## config.mk

```make
export PLATFORM = sky130hd
export DESIGN_NAME = lsm_led_mux
export DESIGN_NICKNAME = d
export VERILOG_FILES = /design/src/core/lsm_pkg.sv /design/src/core/lsm_pulse_if.sv /design/src/core/lsm_led_mux.sv /design/src/core/lsm_pulse.sv
export VERILOG_INCLUDE_DIRS = /design/src /design/src/core
export SDC_FILE = /design/constraint.sdc
export NUM_CORES = 1
export LEC_CHECK = 0
export BUFFER_PORTS_ARGS = -buffer_cell sky130_fd_sc_hd__clkbuf_2
export CAP_MARGIN = 20
export CORE_MARGIN = 2
export CORE_UTILIZATION = 47
export DETAILED_ROUTE_END_ITERATION = 12
export PLACE_DENSITY_LB_ADDON = 0.25
export RECOVER_POWER = 25
export SLEW_MARGIN = 10
export SYNTH_ARGS = -nofsm -noshare
export SYNTH_HDL_FRONTEND = slang
export SYNTH_HIERARCHICAL = 1
export SYNTH_SLANG_ARGS = --single-unit
```

## constraint.sdc

```tcl
create_clock -name sys_clk -period 2.6 [get_ports sys_clk]
set_input_delay 0.26 -clock sys_clk [delete_from_list [all_inputs] [get_ports sys_clk]]
set_output_delay 0.26 -clock sys_clk [all_outputs]
set_load 0.1 [all_outputs]
```

## src/core/lsm_params.svh

```systemverilog
// Constants for the LED status output multiplexer.
`ifndef LSM_PARAMS_SVH
`define LSM_PARAMS_SVH

`define LSM_PINS        6
`define LSM_PORTS       3
`define LSM_CLK_KHZ     40000
`define LSM_PULSE_MS    80
`define LSM_CNT_W       22
`define LSM_EN_RST      6'h00
`define LSM_FUN_RST     3'h0
`define LSM_POL_RST     6'h00
`define LSM_OUT_RST     6'h00
`define LSM_OE_RST      6'h3F
`define LSM_FUN_LNKACT  3'h0
`define LSM_FUN_SPDACT  3'h1
`define LSM_FUN_TXRX    3'h2
`define LSM_FUN_SPLIT   3'h3

`endif

```

## src/core/lsm_pkg.sv

```systemverilog
// Types shared by the LED status output multiplexer.
`default_nettype none
package lsm_pkg;

  typedef enum logic [1:0] {
    LSM_IDLE,
    LSM_ON,
    LSM_OFF
  } lsm_pulse_st_t;

  // One bit per port for each indication kind.
  typedef struct packed {
    logic [2:0] act;
    logic [2:0] link_act;
    logic [2:0] fast_la;
    logic [2:0] slow_la;
    logic [2:0] tx;
    logic [2:0] rx;
    logic [2:0] dup_col;
    logic [2:0] speed;
    logic [2:0] link;
  } lsm_ind_t;

endpackage
`default_nettype wire

```

## src/core/lsm_pulse_if.sv

```systemverilog
// Trigger, hold and pulse signals between an indication and its timer.
`timescale 1ns/1ps
`default_nettype none
interface lsm_pulse_if;
  logic trigger;
  logic hold;
  logic pulse;
  modport timer (input trigger, input hold, output pulse);
  modport user  (output trigger, output hold, input pulse);
endinterface
`default_nettype wire

```

## src/core/lsm_led_mux.sv

```systemverilog
// LED status output multiplexer for six shared general purpose pins.
//
// Notes on behaviour
// - Each of pins 5..0 becomes an LED when its own enable bit is set.
// - LED pins drive push-pull or open-drain; input buffer and pull-up off.
// - Enable, function code and polarity load from straps at reset.
// - A 3-bit function code picks the pin map for all six LEDs; port1_phy_enable changes only pins 2..0.
// - The global disable turns every LED off regardless of enable or code.
// - When disabled, open-drain pins float and push-pull pins drive inactive.
// - Code 000: link/activity, duplex/collision and speed per port.
// - Code 001: fast and slow link/activity plus duplex/collision per port.
// - Code 010: transmit and receive pulses, link/activity and speed.
// - Code 011: activity, link and speed, with split mapping.
// - Active drives the inverse of the strap level; polarity is fixed.
// - Activity pulses on for 80 ms, then off 80 ms; held off without link on an internal PHY port.
// - Link/activity is on with link and blinks off 80 ms on traffic.
// - Duplex/collision on in full duplex; half duplex pulses on collisions.
`timescale 1ns/1ps
`default_nettype none
`include "lsm_params.svh"
module lsm_led_mux
  import lsm_pkg::*;
#(
  parameter int unsigned PULSE_CYCLES = `LSM_PULSE_MS * `LSM_CLK_KHZ,
  parameter int unsigned CNT_W        = `LSM_CNT_W
) (
  input  wire logic [5:0] led_enable_default_strap,
  input  wire logic [2:0] led_function_default_strap,
  input  wire logic [5:0] led_polarity_strap,
  input  wire logic       sys_clk,
  input  wire logic       rst_n,
  input  wire logic       cfg_write,
  input  wire logic [5:0] cfg_pin_enable,
  input  wire logic [2:0] cfg_function_code,
  input  wire logic       led_global_disable,
  input  wire logic [5:0] led_push_pull,
  input  wire logic       port1_phy_enable,
  input  wire logic [2:0] port_internal_phy,
  input  wire logic [2:0] port_link,
  input  wire logic [2:0] port_speed100,
  input  wire logic [2:0] port_full_duplex,
  input  wire logic [2:0] port_collision,
  input  wire logic [2:0] port_tx_activity,
  input  wire logic [2:0] port_rx_activity,
  output logic      [5:0] led_pin_enable,
  output logic      [2:0] led_function_code,
  output logic      [5:0] led_polarity,
  output logic      [5:0] led_out,
  output logic      [5:0] led_oe_n,
  output logic      [5:0] gpio_input_enable,
  output logic      [5:0] gpio_pullup_enable
);

  ////////////////////////////////////////////////////////////////////////////
  // Configuration. Straps are caught on the first edge after reset release,
  // because an asynchronous reset may only load constants.

  logic strap_taken;

  always_ff @(posedge sys_clk or negedge rst_n) begin
    if (!rst_n) begin
      strap_taken <= 1'b0;
    end else begin
      strap_taken <= 1'b1;
    end
  end

  always_ff @(posedge sys_clk or negedge rst_n) begin
    if (!rst_n) begin
      led_pin_enable    <= `LSM_EN_RST;
      led_function_code <= `LSM_FUN_RST;
    end else if (!strap_taken) begin
      led_pin_enable    <= led_enable_default_strap;
      led_function_code <= led_function_default_strap;
    end else if (cfg_write) begin
      led_pin_enable    <= cfg_pin_enable;
      led_function_code <= cfg_function_code;
    end
  end

  // Polarity has no soft path, so a later configuration write leaves it.
  always_ff @(posedge sys_clk or negedge rst_n) begin
    if (!rst_n) begin
      led_polarity <= `LSM_POL_RST;
    end else if (!strap_taken) begin
      led_polarity <= led_polarity_strap;
    end
  end

  ////////////////////////////////////////////////////////////////////////////
  // Indications, five independent timers per port: activity, link/activity, transmit, receive and collision.

  logic [2:0] act_p;
  logic [2:0] la_p;
  logic [2:0] tx_p;
  logic [2:0] rx_p;
  logic [2:0] col_p;
  logic [2:0] traffic;
  lsm_ind_t   ind;

  assign traffic = port_tx_activity | port_rx_activity;

  for (genvar p = 0; p < `LSM_PORTS; p++) begin : g_port
    lsm_pulse_if act_if ();
    lsm_pulse_if la_if ();
    lsm_pulse_if tx_if ();
    lsm_pulse_if rx_if ();
    lsm_pulse_if col_if ();

    assign act_if.trigger = traffic[p];
    assign act_if.hold    = port_internal_phy[p] & ~port_link[p];
    assign la_if.trigger  = traffic[p];
    assign la_if.hold     = ~port_link[p];
    assign tx_if.trigger  = port_tx_activity[p];
    assign tx_if.hold     = 1'b0;
    assign rx_if.trigger  = port_rx_activity[p];
    assign rx_if.hold     = 1'b0;
    assign col_if.trigger = port_collision[p] & ~port_full_duplex[p];
    assign col_if.hold    = ~port_link[p] | port_full_duplex[p];

    assign act_p[p] = act_if.pulse;
    assign la_p[p]  = la_if.pulse;
    assign tx_p[p]  = tx_if.pulse;
    assign rx_p[p]  = rx_if.pulse;
    assign col_p[p] = col_if.pulse;

    lsm_pulse #(.CYCLES(PULSE_CYCLES), .CNT_W(CNT_W)) u_act (
      .sys_clk (sys_clk),
      .rst_n   (rst_n),
      .tmr     (act_if.timer)
    );
    lsm_pulse #(.CYCLES(PULSE_CYCLES), .CNT_W(CNT_W)) u_la (
      .sys_clk (sys_clk),
      .rst_n   (rst_n),
      .tmr     (la_if.timer)
    );
    lsm_pulse #(.CYCLES(PULSE_CYCLES), .CNT_W(CNT_W)) u_tx (
      .sys_clk (sys_clk),
      .rst_n   (rst_n),
      .tmr     (tx_if.timer)
    );
    lsm_pulse #(.CYCLES(PULSE_CYCLES), .CNT_W(CNT_W)) u_rx (
      .sys_clk (sys_clk),
      .rst_n   (rst_n),
      .tmr     (rx_if.timer)
    );
    lsm_pulse #(.CYCLES(PULSE_CYCLES), .CNT_W(CNT_W)) u_col (
      .sys_clk (sys_clk),
      .rst_n   (rst_n),
      .tmr     (col_if.timer)
    );
  end

  logic [2:0] link_act;

  assign link_act = port_link & ~la_p;

  always_comb begin
    ind.act      = act_p;
    ind.link_act = link_act;
    ind.fast_la  = link_act & port_speed100;
    ind.slow_la  = link_act & ~port_speed100;
    ind.tx       = tx_p;
    ind.rx       = rx_p;
    ind.dup_col  = port_link & (port_full_duplex | col_p);
    ind.speed    = port_link & port_speed100;
    ind.link     = port_link;
  end

  ////////////////////////////////////////////////////////////////////////////
  // Pin map. Codes 100 to 111 show nothing here.

  function automatic logic [5:0] lsm_pick(
    input logic [2:0] code,
    input logic       phy1,
    input lsm_ind_t   i
  );
    logic [5:0] m;
    m = 6'h00;
    unique case (code)
      `LSM_FUN_LNKACT:
        m = {i.link_act[2], i.dup_col[2], i.speed[2],
             phy1 ? i.link_act[1] : i.act[1],
             phy1 ? i.dup_col[1]  : 1'b0,
             phy1 ? i.speed[1]    : i.act[0]};
      `LSM_FUN_SPDACT:
        m = {i.fast_la[2], i.dup_col[2], i.slow_la[2],
             phy1 ? i.fast_la[1] : i.act[1],
             phy1 ? i.dup_col[1] : 1'b0,
             phy1 ? i.slow_la[1] : i.act[0]};
      `LSM_FUN_TXRX:
        m = {i.tx[0], i.link_act[2], i.speed[2], i.rx[0],
             phy1 ? i.link_act[1] : i.tx[1],
             phy1 ? i.speed[1]    : i.rx[1]};
      `LSM_FUN_SPLIT:
        m = {i.act[2], i.link[2], i.speed[2], i.act[1],
             phy1 ? i.link[1]  : i.dup_col[2],
             phy1 ? i.speed[1] : i.act[0]};
      default:
        m = 6'h00;
    endcase
    return m;
  endfunction

  ////////////////////////////////////////////////////////////////////////////
  // Pin drivers, registered.

  logic [5:0] shown;
  logic [5:0] next_led_out;
  logic [5:0] next_led_oe_n;

  assign shown = led_global_disable ? 6'h00 :
                 lsm_pick(led_function_code, port1_phy_enable, ind);

  always_comb begin
    for (int k = 0; k < `LSM_PINS; k++) begin
      next_led_out[k]  = 1'b0;
      next_led_oe_n[k] = 1'b1;
      if (led_pin_enable[k]) begin
        next_led_out[k]  = led_polarity[k] ^ shown[k];
        next_led_oe_n[k] = ~(shown[k] | led_push_pull[k]);
      end
    end
  end

  always_ff @(posedge sys_clk or negedge rst_n) begin
    if (!rst_n) begin
      led_out  <= `LSM_OUT_RST;
      led_oe_n <= `LSM_OE_RST;
    end else begin
      led_out  <= next_led_out;
      led_oe_n <= next_led_oe_n;
    end
  end

  // The shared pin's input path is cut while the LED owns it.
  assign gpio_input_enable  = ~led_pin_enable;
  assign gpio_pullup_enable = ~led_pin_enable;

endmodule
`default_nettype wire

```

## src/core/lsm_pulse.sv

```systemverilog
// Pulse timer: one fixed-length pulse, then a minimum quiet time.
`timescale 1ns/1ps
`default_nettype none
`include "lsm_params.svh"
module lsm_pulse
  import lsm_pkg::*;
#(
  parameter int unsigned CYCLES = `LSM_PULSE_MS * `LSM_CLK_KHZ,
  parameter int unsigned CNT_W  = `LSM_CNT_W
) (
  input  wire logic   sys_clk,
  input  wire logic   rst_n,
  lsm_pulse_if.timer  tmr
);

  lsm_pulse_st_t    state;
  logic [CNT_W-1:0] cnt;
  logic             done;

  assign done      = (cnt == CNT_W'(CYCLES - 1));
  assign tmr.pulse = (state == LSM_ON);

  ////////////////////////////////////////////////////////////////////////////
  // Activity during the quiet time is dropped; the next event restarts it.
  always_ff @(posedge sys_clk or negedge rst_n) begin
    if (!rst_n) begin
      state <= LSM_IDLE;
    end else if (tmr.hold) begin
      state <= LSM_IDLE;
    end else begin
      unique case (state)
        LSM_IDLE: if (tmr.trigger) state <= LSM_ON;
        LSM_ON:   if (done) state <= LSM_OFF;
        LSM_OFF:  if (done) state <= LSM_IDLE;
      endcase
    end
  end

  always_ff @(posedge sys_clk or negedge rst_n) begin
    if (!rst_n) begin
      cnt <= '0;
    end else if (tmr.hold || state == LSM_IDLE || done) begin
      cnt <= '0;
    end else begin
      cnt <= cnt + CNT_W'(1);
    end
  end

endmodule
`default_nettype wire

```

# ---- Word-level counts from Yosys, hierarchy flattened
# Cells that the tools add are included.
dict set report word_totals {
  in_bits 56
  out_inout_bits 39
  elab_cells 316
  reg_bits 340
}
dict set report classes {
  n_addsub 13
  mux 97
  bitwise_logic 43
  reduce_logical 49
  eq_ne 82
}
# cell count
set ops {}
lappend ops {{adder 22 x 1 -> 22 bit (second input constant)} 13}
lappend ops {{equality test 22 bit (second input constant)} 13}
lappend ops {{two-way mux 22 bit} 13}
lappend ops {{two-way mux 2 bit} 45}
lappend ops {{one-hot mux 2 bit (3 select lines)} 13}
lappend ops {{AND reduction 3 bit} 13}
lappend ops {{!= test 3 x 1 -> 1 bit (second input constant)} 12}
lappend ops {{!= test 3 x 2 -> 1 bit (second input constant)} 12}
lappend ops {{equality test 2 x 1 -> 1 bit (second input constant)} 13}
lappend ops {{equality test 2 bit (second input constant)} 13}
lappend ops {{logical NOT 2 bit} 13}
lappend ops {{one-hot mux 6 bit (4 select lines)} 1}
lappend ops {{logical OR 1 bit} 22}
lappend ops {{two-way mux 1 bit} 20}
lappend ops {{two-way mux 6 bit} 3}
lappend ops {{!= test 2 x 1 -> 1 bit (second input constant)} 8}
lappend ops {{bitwise AND 3 bit} 5}
lappend ops {{NOT 1 bit} 12}
lappend ops {{!= test 2 bit (second input constant)} 5}
lappend ops {{!= test 3 bit (second input constant)} 3}
lappend ops {{bitwise OR 1 bit} 9}
lappend ops {{bitwise AND 1 bit} 6}
lappend ops {{equality test 3 x 2 -> 1 bit (second input constant)} 2}
lappend ops {{two-way mux 3 bit} 2}
lappend ops {{other kinds (6)} 13}

# ---- Longest topological paths before layout
# Gate-level depths: netlist of run 1.
dict set report logic_depth {
  word_depth 10
  depth_mapped 7
  ltp_nobuf 7
}

# ---- Modules after synthesis
# Netlist of run 1, hierarchy kept.
# mod cells_per_inst seq_area_each_um2 area_per_inst_um2 instances
set by_module_without_submodules {}
lappend by_module_without_submodules {{lsm_pulse (g_port[0].u_act ...)} 135 600.6 1331.3 9}
lappend by_module_without_submodules {lsm_led_mux 165 708.2 1551.5 1}
lappend by_module_without_submodules {{lsm_pulse (g_port[1].u_act)} 142 600.6 1310.0 1}
lappend by_module_without_submodules {{lsm_pulse (g_port[2].u_la)} 139 600.6 1291.2 1}

# ---- Least setup slack after synthesis of run 1
# Ideal clock, no wire load.
dict set report synth_path {
  kind {reg2out}
  startpoint {register led_pin_enable[0]}
  endpoint {output port gpio_pullup_enable[0]}
  required_time_ps 2340
  path_stages_with_launch 3
  path_buffers 1
  arrival_time_ps 2087
  setup_slack_ps 253
  path_cell_list {dfrtp_1 -> inv_1 -> buf_4}
}
dict set report synth_via {
  elab_chain_len 1
}
# element line
set synth_lines {}
lappend synth_lines {{start: declaration} lsm_led_mux.sv:45} ;# output logic [5:0] led_pin_enable,
lappend synth_lines {{start signal: assignment} lsm_led_mux.sv:70} ;# led_pin_enable <= `LSM_EN_RST;
lappend synth_lines {{start signal: assignment} lsm_led_mux.sv:73} ;# led_pin_enable <= led_enable_default_strap;
lappend synth_lines {{start signal: assignment} lsm_led_mux.sv:76} ;# led_pin_enable <= cfg_pin_enable;
lappend synth_lines {{NOT 6 bit} n/a}
lappend synth_lines {{end: declaration} lsm_led_mux.sv:51} ;# output logic [5:0] gpio_pullup_enable
# Every way passes these cells.

# ---- Final worst setup path of run 1
dict set report layout_path {
  startpoint {register g_port[2].u_la.cnt[0]}
  endpoint {register g_port[2].u_la.state[0]}
}
dict set report layout_via {
  elab_chain_len 3
  word_cells_on_any_way 4
  cone_classes {3 x eq/ne; 1 x reduce/logical}
}
# element line
set layout_lines {}
lappend layout_lines {{start: declaration} lsm_pulse.sv:17} ;# logic [CNT_W-1:0] cnt;
lappend layout_lines {{start signal: assignment} lsm_pulse.sv:45} ;# cnt <= cnt + CNT_W'(1);
lappend layout_lines {{equality test 22 bit *} lsm_pulse.sv:20} ;# assign done = (cnt == CNT_W'(CYCLES - 1));
lappend layout_lines {{!= test 3 x 2 -> 1 bit (no source line)} n/a}
lappend layout_lines {{AND reduction 3 bit (no source line) *} n/a}
lappend layout_lines {{end signal: assignment} lsm_pulse.sv:27} ;# state <= LSM_IDLE;
lappend layout_lines {{end signal: assignment} lsm_pulse.sv:29} ;# state <= LSM_IDLE;
lappend layout_lines {{end signal: assignment} lsm_pulse.sv:32} ;# LSM_IDLE: if (tmr.trigger) state <= LSM_ON;
lappend layout_lines {{end: declaration} lsm_pulse.sv:16} ;# lsm_pulse_st_t state;
# Every way passes the cells marked *; elsewhere a longest branch is shown, timed or not.
# A chain may end at the register's enable or synchronous reset.

==> out/results.ini, run 1 <==
[outcome]
outcome = finished with violations
violations = capacitance limit, slew limit

[cts]
cts_tree = yes
clk_pin_slew_worst_paths_ns = 0.05
root_buffer = clkbuf_16
clk_path_buf_depth = 3
cts.htree.levels = 2
cts.sinks = 292
cts_made_buffers = 35
clock_latency_ns = 0.51
postCtsSetupRepairBufs = 0

[power]
pwr-share-seq = 0.428
clkPwrFrac = 0.418
power.internal_mw = 8.163
switchingPower_mw = 3.256
p_total_mw = 11.42
power_leakage_nw = 7.249
pwr-share-comb = 0.155
ir_drop_v = 0.0004209
powerDensity_nw_per_um2 = 619.5
switching_share = 0.2851

[hold_path]
hold_start = led_enable_default_strap[4]
hp-class = in2reg

[place]
placed_area_sq_um = 17130
place_hpwl_um = 23940
io_buffers = 91
gp_congestion = 0.8154
dp.cells = 2193

[timing]
fin_worst_skew_ns = 0.009979
fin_crit_ns = 2.094
drv_slew = 62
timing.slew.headroom = -0.2105
min_period_over_period = 0.8054
worst_pin_slew_ns = 1.816
setup_violations = 0
rsz0062_at_grt = no
tns_ns = 0
fmaxAchievable_ghz = 0.4775
hold_viol = 0

[global_route]
gr-usage-all-layers = 0.1942
grt-ovfl-total = 0
grt_pass1_wl_um = 58550
grt_pass1_vias = 12070
antenna_found_initial = 0
grt_max_degree = 67

[synth]
synth_top_family_by_area = simple AND/OR/NAND/NOR gates
synthMuxAreaShare = 0.02055
ys_warn_count = 6
synthXorXnorAreaFrac = 0.07980
synthCells = 1661
avgSynthCellArea_sq_um = 9.714
synth-simple-area-share = 0.2952
synth_fa_ha_area_frac = 0.03412
synth-compound-area-share = 0.08523
ys_seq_elements = 292
async_reset_ff_frac = 1.000
synth_top_flop_cell = dfrtp_1
synth_edf_count = 0
syn_area_sq_um = 16130
synth_cell_type_count = 57
ys_seq_area_frac = 0.4534

[worst_setup_path]
cp_data_required_time_ns = 2.98
start_kind = flop
path_cells = ha_1 -> nand2_1 -> or3_1 -> o31ai_1 -> mux2_2
timing.rr.start = g_port[2].u_la/cnt[0]
path_buf_inv = 0
slowest_stage = or3_1
cp_top_family = simple AND/OR/NAND/NOR gates
slowest_delay_ns = 0.51
endpoint_kind = flop
startpoint = g_port[2].u_la/cnt[0]
cp_max_fo = 9
critPathKind = reg2reg
cp.arrival_ns = 2.48

[routing]
first_pass_iters = 5
antenna_left = 0
via_per_inst = 5.543
first_iter_violations = 832
via_count = 12600
drc = 0
wl_per_cell_um = 15.12
routed_wl_um = 34380

[run]
drv_cap = 1

[cells_and_area]
layout.cell_area.non_filler_sq_um = 18430
multi_input_area_sq_um = 8386
final_nets = 1901
ff_latch_area_sq_um = 7315
fill_cells = 3046
final_core_util = 0.5470
area_growth_pct = 14.25
finalNonFillerCells = 2273
drive_gt1_frac = 0.1375
diodes = 0

[floorplan]
die_height_um = 189.3
rows = 67
fp.dieW_um = 189.3
ios = 95
die_area_sq_um = 35830
start_util = 0.4788
core-area_sq_um = 33700

==> repair_timing <==
item | CTS | global route
hold buffers | 19 | 0
endpoints found under the hold margin | 78 | 0
gates resized for setup | 0 | 0
==> synthesized netlist by cell type, types with 3 or more instances <==
cell type  count  area (sq um)
dfrtp_1      286          7157
nor2_1       211         792.0
nand3_1      120         600.6
a21oi_1       96         480.5
nand2_1       88         330.3
xnor2_1       80         700.7
xor2_1        67         586.8
inv_1         66         247.7
or4_1         59         442.9
o31ai_1       56         420.4
nor3_1        47         235.2
nand4_1       45         281.5
ha_1          44         550.5
o21ai_0       39         195.2
nor4_1        34         212.7
nor2b_1       30         187.7
buf_4         24         180.2
and3_1        22         137.6
or3_1         22         137.6
and4_4        18         202.7
mux2i_1       14         140.1
or2_2         13         81.33
a21o_1        12         90.09
nand2b_1      12         75.07
nor4b_1       12         105.1
nand3_2       11         110.1
nor3b_1       11         82.58
or4_4         10         112.6
a211o_2        9         90.09
mux2_1         9         101.4
nand4_4        9         191.4
nand4b_1       9         78.83
nand4bb_1      9         101.4
nor3_4         9         146.4
buf_2          8         40.04
mux2_2         8         90.09
clkbuf_1       7         26.28
dfstp_2        6         157.7
o21ai_1        5         25.02
and4_1         3         26.28
==> sequential cells by signal (all words and copies together) (netlist names) <==
register            count
g_port.u_act/cnt       66
g_port.u_act/state      6
g_port.u_col/cnt       44
g_port.u_col/state      4
g_port.u_la/cnt        44
g_port.u_la/state       4
g_port.u_rx/cnt        44
g_port.u_rx/state       4
g_port.u_tx/cnt        44
g_port.u_tx/state       4
led_function_code       3
led_oe_n                6
led_out                 6
led_pin_enable          6
led_polarity            6
strap_taken             1
==> per-layer routing <==
layer	share of wire	global-route usage	up-vias
met5	0	0	-
met4	0.017	0.04383	0
met1	0.47	0.2649	6158
li1	-	-	6255
met3	0.032	0.02966	39
met2	0.48	0.3276	148
==> metrics by stage <==
stage | hold WS, ns | setup WS [ns]
after CTS | 0.006929 | 0.4938
after floorplan | -0.03559 | 0.2529
final | 0.01464 | 0.5059
after global routing | 0.02349 | 0.3385
after detailed placement | 0.2633 | 0.5026
after global placement | 0.2608 | 0.5249
==> layout make-up <==
cell class / count / share of cell area
clock inverter: 4 / 0.003937
clock buffer: 57 / 0.05702
multi-input combinational: 1282 / 0.4549
timing repair buffer: 124 / 0.04344
sequential: 292 / 0.3968
inverter: 66 / 0.01344
tap: 448 / 0.03041
==> power by group through the flow <==
stage	Sequential, mW	Combinational [mW]	Clock, mW
final	4.88	1.77	4.77
after CTS	4.88	1.79	4.90
after floorplan	5.23	1.06	0
after detailed placement	4.96	1.76	0
after global placement	4.95	1.73	0
after global routing	4.91	1.95	5.11
==> worst register-to-register path: stages (launching register included) <==
cell,delay (ns)
dfrtp_1,0.41
ha_1,0.26
nand2_1,0.12
or3_1,0.51
o31ai_1,0.31
mux2_2,0.36
==> placed cells by master, fill, tap and decap left out, types with 10 or more instances in the layout <==
cell type | synthesis | final
ha_1 | 44 | 44
xor2_1 | 67 | 67
inv_1 | 66 | 66
or3_1 | 22 | 22
or4_4 | 10 | 10
clkbuf_1 | 7 | 15
xnor2_1 | 80 | 80
nor3b_1 | 11 | 11
nand4_1 | 45 | 45
clkbuf_16 | 0 | 37
dlygate4sd3_1 | 0 | 19
a21o_1 | 12 | 12
nand3_1 | 120 | 120
clkbuf_2 | 0 | 91
buf_4 | 24 | 10
a21oi_1 | 96 | 96
conb_1 | 2 | 21
and3_1 | 22 | 22
o31ai_1 | 56 | 56
nand2b_1 | 12 | 12
nor4_1 | 34 | 34
nand2_1 | 88 | 88
or2_2 | 13 | 13
mux2i_1 | 14 | 14
nor3_1 | 47 | 47
nor4b_1 | 12 | 12
and4_4 | 18 | 18
o21ai_0 | 39 | 39
nor2b_1 | 30 | 30
or4_1 | 59 | 59
nand3_2 | 11 | 11
dfrtp_1 | 286 | 286
nor2_1 | 211 | 211
==> path summary, 6_finish.rpt <==
| check | to | slack [ns] | cells past startpoint |
|---|---|---|---|
| setup / recovery | g_port[2].u_la/state[0] | 0.51 | 5 |
| hold / removal | led_pin_enable[4] | 0.01 | 3 |
| setup reg to reg | g_port[2].u_la/state[0] | 0.51 | 5 |
| hold reg to reg | led_oe_n[3] | 0.52 | 1 |
| max in group asynchronous | led_oe_n[3] | 0.64 | 3 |
| min in group asynchronous | g_port[0].u_act/cnt[3] | 0.78 | 2 |
==> logic make-up (layout without fill, tap and decap cells) <==
family	count (synthesis)	after routing
and+or+nand+nor	813	813
AOI/OAI and AO/OA	226	226
adders and majority gates	44	44
muxes	31	31
other	2	21
xor gates and xnor gates	147	147
buffers and inverters	106	251
DFF	292	292
No activity file was read; power rests on OpenSTA's default activity.
==> run 2: changes to the inputs <==
--- a/config.mk
+++ b/config.mk
@@ -6,6 +6,7 @@
 export SDC_FILE = /design/constraint.sdc
 export NUM_CORES = 1
 export LEC_CHECK = 0
+export ABC_AREA = 1
 export BUFFER_PORTS_ARGS = -buffer_cell sky130_fd_sc_hd__clkbuf_2
 export CAP_MARGIN = 20
 export CORE_MARGIN = 2
==> constraint.sdc (replaced) <==
create_clock -name sys_clk -period 2.1 [get_ports sys_clk]
set_input_delay 0.21 -clock sys_clk [delete_from_list [all_inputs] [get_ports sys_clk]]
set_output_delay 0.21 -clock sys_clk [all_outputs]
set_load 0.1 [all_outputs]
==> out/results.ini, run 2 <==
[synth]
ys_warn_count = 6  ; unchanged
synth_common_cells = nand2_1, nor2_1, dfrtp_1
avgSynthCellArea_sq_um = 7.582  ; -22%
ys_seq_area_frac = 0.4033  ; -0.05004
synth_top_area_frac = 0.3946  ; -0.04896
synth_cell_type_count = 41  ; -28%
synthCells = 2392  ; +44%
syn_area_sq_um = 18140  ; +12%
synthTopCellsByArea = dfrtp_1, nand2_1, nor2_1
yosysTopAreaCell = dfrtp_1
synth_most_common_cell = nand2_1
synth_edf_count = 0  ; unchanged
synth_top_flop_cell = dfrtp_1
ys_seq_elements = 292  ; unchanged
async_reset_ff_frac = 1.000  ; unchanged

[cells_and_area]
drive_gt1_frac = 0.1699  ; +0.03236
final_cell_mix = nand2_1, nor2_1, dfrtp_1
regMostFlops = g_port.u_act/cnt
area_growth_pct = 14.60
final_common_cell = nand2_1
final_core_util = 0.5492  ; +0.002230
largest_reg_flops = 66  ; unchanged
fill_cells = 3549  ; +17%
final_nets = 2652  ; +40%
diodes = 0  ; unchanged

[worst_setup_path]
start_kind = flop
endpoint_kind = flop
slowest_stage = dfrtp_1
cp_max_fo = 22  ; +13
cpMostUsedCell = nand3_2
path_cells = ha_1 -> nand3_2 -> nor2_2 -> nand3_2 -> nand2_2 -> nor3_1
slowest_delay_ns = 0.44  ; -0.07 ns
critPathKind = reg2reg
cp_data_required_time_ns = 2.48  ; -0.50 ns
cp.arrival_ns = 2.21  ; -0.27 ns

[global_route]
grt_pass1_vias = 15318  ; +27%
grt_max_degree = 73  ; +9.0%
grt-ovfl-total = 0  ; unchanged
grt_pass1_wl_um = 71010  ; +21%
gr-usage-all-layers = 0.2068  ; +0.01255
antenna_found_initial = 3  ; +3

[routing]
wl_per_cell_um = 12.99  ; -14%
antenna_left = 0  ; unchanged
via_count = 15264  ; +21%
via_per_inst = 4.941  ; -11%
routed_wl_um = 40120  ; +17%
first_pass_iters = 8  ; +3
drc = 0  ; unchanged
first_iter_violations = 979  ; +18%

[cts]
cts_made_buffers = 36  ; +2.9%
root_buffer = clkbuf_16
cts.sinks = 292  ; unchanged
clk_pin_slew_worst_paths_ns = 0.06  ; about the same
cts.htree.levels = 2  ; unchanged
clk_path_buf_depth = 3  ; unchanged
cts_tree = yes
clock_latency_ns = 0.52  ; about the same

[timing]
min_period_over_period = 0.8685  ; +0.06306
timing.slew.headroom = 0.2424  ; +0.4529
hold_viol = 0  ; unchanged
worst_pin_slew_ns = 1.136  ; -0.6793 ns
setup_violations = 0  ; unchanged
fin_worst_skew_ns = 0.02235  ; +0.01237 ns
fin_ws_ns = 0.2762  ; -0.2297 ns
drv_slew = 0  ; -100%
fmaxAchievable_ghz = 0.5483  ; +15%
tns_ns = 0  ; unchanged
rsz0062_at_grt = no
fin_crit_ns = 1.824  ; -0.2703 ns

[power]
p_total_mw = 16.27  ; +42%
powerDensity_nw_per_um2 = 782.9  ; +26%
ir_drop_v = 0.0006065  ; +44%
power_leakage_nw = 8.748  ; +21%

[run]
drv_cap = 0  ; -1

[hold_path]
hp-class = in2reg

[place]
place_hpwl_um = 29750  ; +24%
gp_congestion = 0.8824  ; +8.2%
pre_cts_ws_ns = 0.3009  ; -0.2017 ns
io_buffers = 91  ; unchanged

[floorplan]
core-area_sq_um = 37840  ; +12%
ios = 95  ; unchanged
die_height_um = 200.4  ; +5.9%
fp.dieW_um = 200.4  ; +5.9%
start_util = 0.4792  ; about the same
die_area_sq_um = 40170  ; +12%
rows = 71  ; +6.0%

[outcome]
outcome = complete, no violations

[run 2: cell count changes after synthesis, moves of 39 or more]
| cell | change |
|---|---|
| nor2_4 | +41 |
| nand2_1 | +473 |
| nor2_1 | +262 |
| nor3_1 | +46 |
| xnor2_1 | -66 |
| inv_1 | +193 |
| o31ai_1 | -56 |
| inv_2 | +39 |
| or4_1 | -59 |
[run 2: cell families after synthesis]
group | share of synthesized area
AOI/OAI and AO/OA | 0.03160
xor gates and xnor gates | 0.03477
adders and majority gates | 0.03036
buffers and inverters | 0.07947
DFF | 0.4033
other | 0.0004141
and+or+nand+nor | 0.4201
[run 2: routing by layer]
layer,vias up,GRT usage,part of all wire
li1,7822,-,-
met1,7138,0.2732,0.47
met2,227,0.3502,0.47
met3,71,0.03604,0.040
met4,6,0.05714,0.023
met5,-,0,0.00077
[run 2: final timing paths]
path                                         from                 endpoint  slack, ns  depth (start not counted)
min in group asynchronous                   rst_n    g_port[0].u_rx/cnt[4]       0.47                          2
max in group asynchronous                   rst_n   g_port[1].u_tx/cnt[13]       0.49                          3
min reg2reg                     led_pin_enable[3]              led_oe_n[3]       0.49                          1
min                           port_tx_activity[0]  g_port[0].u_tx/state[0]       0.09                          5
max                        g_port[1].u_act/cnt[0]  g_port[1].u_act/cnt[14]       0.28                          6
max reg2reg                g_port[1].u_act/cnt[0]  g_port[1].u_act/cnt[14]       0.28                          6
[run 2: power by group]
part	internal [mW]	switching [mW]	total (mW)
Clock	4.40	2.40	6.80
Sequential	5.97	0.356	6.33
Combinational	0.896	2.25	3.15
[run 2: worst max-delay path, delay by kind of cell, from the launching register on]
kind          cells  cell delay (ns)
flops             1             0.44
simple gates      5             1.01
fa+ha+maj         1             0.24
[run 2: stage by stage]
step	instance area, sq um	hold WS [ns]	cells
floorplan	18240	-0.08559	2411
global placement	19250	0.2608	2994
detailed placement	19250	0.2653	2994
CTS	20870	0.08489	3089
global route	20780	0.1282	3089
finish	20780	0.09412	3089
[run 2: area by class of cell]
type	instances	area (sq um)	share of cell area
flip-flops and latches	292	7322	0.3523
clock buffers	51	1069	0.05141
clock inverters	13	246.5	0.01186
well taps	511	639.4	0.03076
inverters	299	1145	0.05508
repair buffers	137	910.9	0.04383
multi-input cells	1786	9452	0.4548
[run 2: what timing repair did]
item	in CTS	in global routing
gates resized for setup	0	0
buffers inserted	0	0
hold buffers	31	0
hold endpoints to repair	76	0
==> run 3: changes to the inputs <==
--- a/config.mk
+++ b/config.mk
@@ -8,9 +8,8 @@
 export LEC_CHECK = 0
 export ABC_AREA = 1
 export BUFFER_PORTS_ARGS = -buffer_cell sky130_fd_sc_hd__clkbuf_2
-export CAP_MARGIN = 20
 export CORE_MARGIN = 2
-export CORE_UTILIZATION = 47
+export CORE_UTILIZATION = 50
 export DETAILED_ROUTE_END_ITERATION = 12
 export PLACE_DENSITY_LB_ADDON = 0.25
 export RECOVER_POWER = 25
==> constraint.sdc (replaced) <==
create_clock -name sys_clk -period 2.1 [get_ports sys_clk]
set_input_delay 0.42 -clock sys_clk [delete_from_list [all_inputs] [get_ports sys_clk]]
set_output_delay 0.42 -clock sys_clk [all_outputs]
set_load 0.1 [all_outputs]
==> out/results.ini, run 3 (synthesis gave the netlist of run 2 again) <==
[outcome]
outcome = finished with violations
violations = DRC

[global_route]
gr-usage-all-layers = 0.2141  ; +0.007373
grt_max_degree = 73  ; unchanged
antenna_found_initial = 2  ; -1
grt_pass1_wl_um = 68570  ; -3.4%
grt-ovfl-total = 0  ; unchanged
grt_pass1_vias = 14887  ; -2.8%

[power]
ir_drop_v = 0.0004931  ; -19%
powerDensity_nw_per_um2 = 751.0  ; -4.1%
power_leakage_nw = 8.466  ; -3.2%
pwr-share-comb = 0.205  ; +0.012
pwr-share-seq = 0.419  ; +0.030
power.internal_mw = 10.16  ; -9.9%
switching_share = 0.3284  ; +0.02074
switchingPower_mw = 4.966  ; -0.81%
clkPwrFrac = 0.376  ; -0.042

[cells_and_area]
finalNonFillerCells = 2997  ; -3.0%
final_nets = 2613  ; -1.5%
regMostFlops = g_port.u_act/cnt
ff_latch_area_sq_um = 7337  ; +0.21%
fill_cells = 3276  ; -7.7%
largest_reg_flops = 66  ; unchanged
diodes = 0  ; unchanged
final_cell_mix = nand2_1, nor2_1, dfrtp_1
drive_gt1_frac = 0.1668  ; -0.003101
layout.cell_area.non_filler_sq_um = 20140  ; -3.1%
multi_input_area_sq_um = 9452  ; unchanged
final_core_util = 0.5647  ; +0.01553
area_growth_pct = 11.02
final_common_cell = nand2_1

[place]
dp.cells = 2936  ; -1.9%
placed_area_sq_um = 19090  ; -0.82%
gp_congestion = 0.9058  ; +2.7%
pre_cts_ws_ns = 0.2521  ; -0.04878 ns
place_hpwl_um = 29500  ; -0.83%
io_buffers = 91  ; unchanged

[worst_setup_path]
worstReg2RegEnd = g_port[1].u_act/cnt[14]
cp_top_family = buffers and inverters
endpoint_kind = primary output
critPathKind = reg2out
endpoint = gpio_pullup_enable[2]
cp.arrival_ns = 1.61  ; -0.60 ns
cp_data_required_time_ns = 1.68  ; -0.80 ns
startpoint = led_pin_enable[2]
slowest_stage = dfrtp_4
timing.rr.start = g_port[1].u_act/cnt[0]
cp_max_fo = 4  ; -82%
ff2ff_setup_slack_ns = 0.25  ; -0.03 ns
path_cells = clkinvlp_4 -> clkbuf_2
cp_num_cells = 2  ; -4
path_buf_inv = 2  ; +2
start_kind = flop
slowest_delay_ns = 0.53  ; +0.09 ns
rr_worst_depth = 6  ; unchanged

[cts]
postCtsSetupRepairBufs = 0  ; unchanged
cts_tree = yes
clk_path_buf_depth = 3  ; unchanged
cts_made_buffers = 35  ; -2.8%
root_buffer = clkbuf_16
cts.sinks = 292  ; unchanged
cts.htree.levels = 2  ; unchanged
clock_latency_ns = 0.53  ; about the same
clk_pin_slew_worst_paths_ns = 0.06  ; about the same

[floorplan]
core-area_sq_um = 35660  ; -5.8%
ios = 95  ; unchanged
die_area_sq_um = 37810  ; -5.9%
rows = 69  ; -2.8%
fp.dieW_um = 194.5  ; -3.0%
die_height_um = 194.5  ; -3.0%
start_util = 0.5087  ; +0.02941

[timing]
fin_crit_ns = 2.025  ; +0.2016 ns
setup_violations = 0  ; unchanged
fin_ws_ns = 0.07462  ; -0.2016 ns
rsz0062_at_grt = no
worst_pin_slew_ns = 0.8241  ; -0.3123 ns
hold_viol = 0  ; unchanged
tns_ns = 0  ; unchanged
timing.slew.headroom = 0.4506  ; +0.2082
drv_slew = 0  ; unchanged
fmaxAchievable_ghz = 0.4937  ; -10%
min_period_over_period = 0.9645  ; +0.09598
fin_worst_skew_ns = 0.02130  ; -0.001045 ns

[routing]
routed_wl_um = 39340  ; -1.9%
via_per_inst = 5.050  ; +2.2%
wl_per_cell_um = 13.13  ; +1.1%
antenna_left = 0  ; unchanged
drc = 4  ; +4
via_count = 15134  ; -0.85%
first_pass_iters = 9  ; +1
first_iter_violations = 864  ; -12%

[run]
drv_cap = 0  ; unchanged

[hold_path]
hp-class = in2reg

-- run 3: how the worst min path moves through the flow --
stage	cells after the start	to	startpoint	slack, ns
finish	2	led_oe_n[2]	led_push_pull[2]	0.04
global route	2	led_oe_n[0]	led_push_pull[0]	0.03
CTS	2	led_oe_n[2]	led_push_pull[2]	0.03
detailed placement	1	g_port[0].u_rx/cnt[6]	rst_n	0.30
global placement	1	g_port[0].u_rx/cnt[6]	rst_n	0.30
floorplan	0	g_port[0].u_act/cnt[0]	rst_n	0.12
-- run 3: layout make-up --
class | count | share of cell area
repair buffers | 99 | 0.02765
multi-input cells | 1786 | 0.4694
well taps | 461 | 0.02865
clock inverters | 10 | 0.003293
clock buffers | 50 | 0.04977
inverters | 299 | 0.05686
flip-flops and latches | 292 | 0.3644
-- run 3: through the flow --
step	hold slack, ns	power (mW)
after detailed placement	0.3047	9.580
after global routing	0.03480	15.95
final	0.04112	15.12
after CTS	0.02690	15.36
after global placement	0.3038	9.442
after floorplan	0.1244	8.973
-- run 3: worst register-to-register path: stages (launching register included) --
cell	delay (ns)
dfrtp_1	0.45
ha_1	0.24
nand3_2	0.16
nor2_2	0.24
nand3_2	0.14
nand2_2	0.37
nor3_1	0.12
-- run 3: metal layers --
| metal | wire length (um) | vias to the layer above | GRT usage |
|---|---|---|---|
| li1 | - | 7741 | - |
| met1 | 18340 | 7099 | 0.2846 |
| met2 | 18610 | 228 | 0.3601 |
| met3 | 1602 | 64 | 0.03731 |
| met4 | 773 | 2 | 0.06040 |
| met5 | 11 | - | 0 |
-- run 3: what timing repair did --
item | in CTS | in global routing
hold buffers | 1 | 0
endpoints found under the hold margin | 17 | 0
gates resized for setup | 2 | 0
endpoints found under the setup margin | 2 | 0
-- run 3: power groups by stage --
stage               combinational (mW)  sequential [mW]  clock [mW]
floorplan                         2.26             6.71           0
global placement                  3.03             6.41           0
detailed placement                3.15             6.43           0
CTS                               3.17             6.33        5.85
global route                      3.51             6.38        6.06
finish                            3.10             6.33        5.69
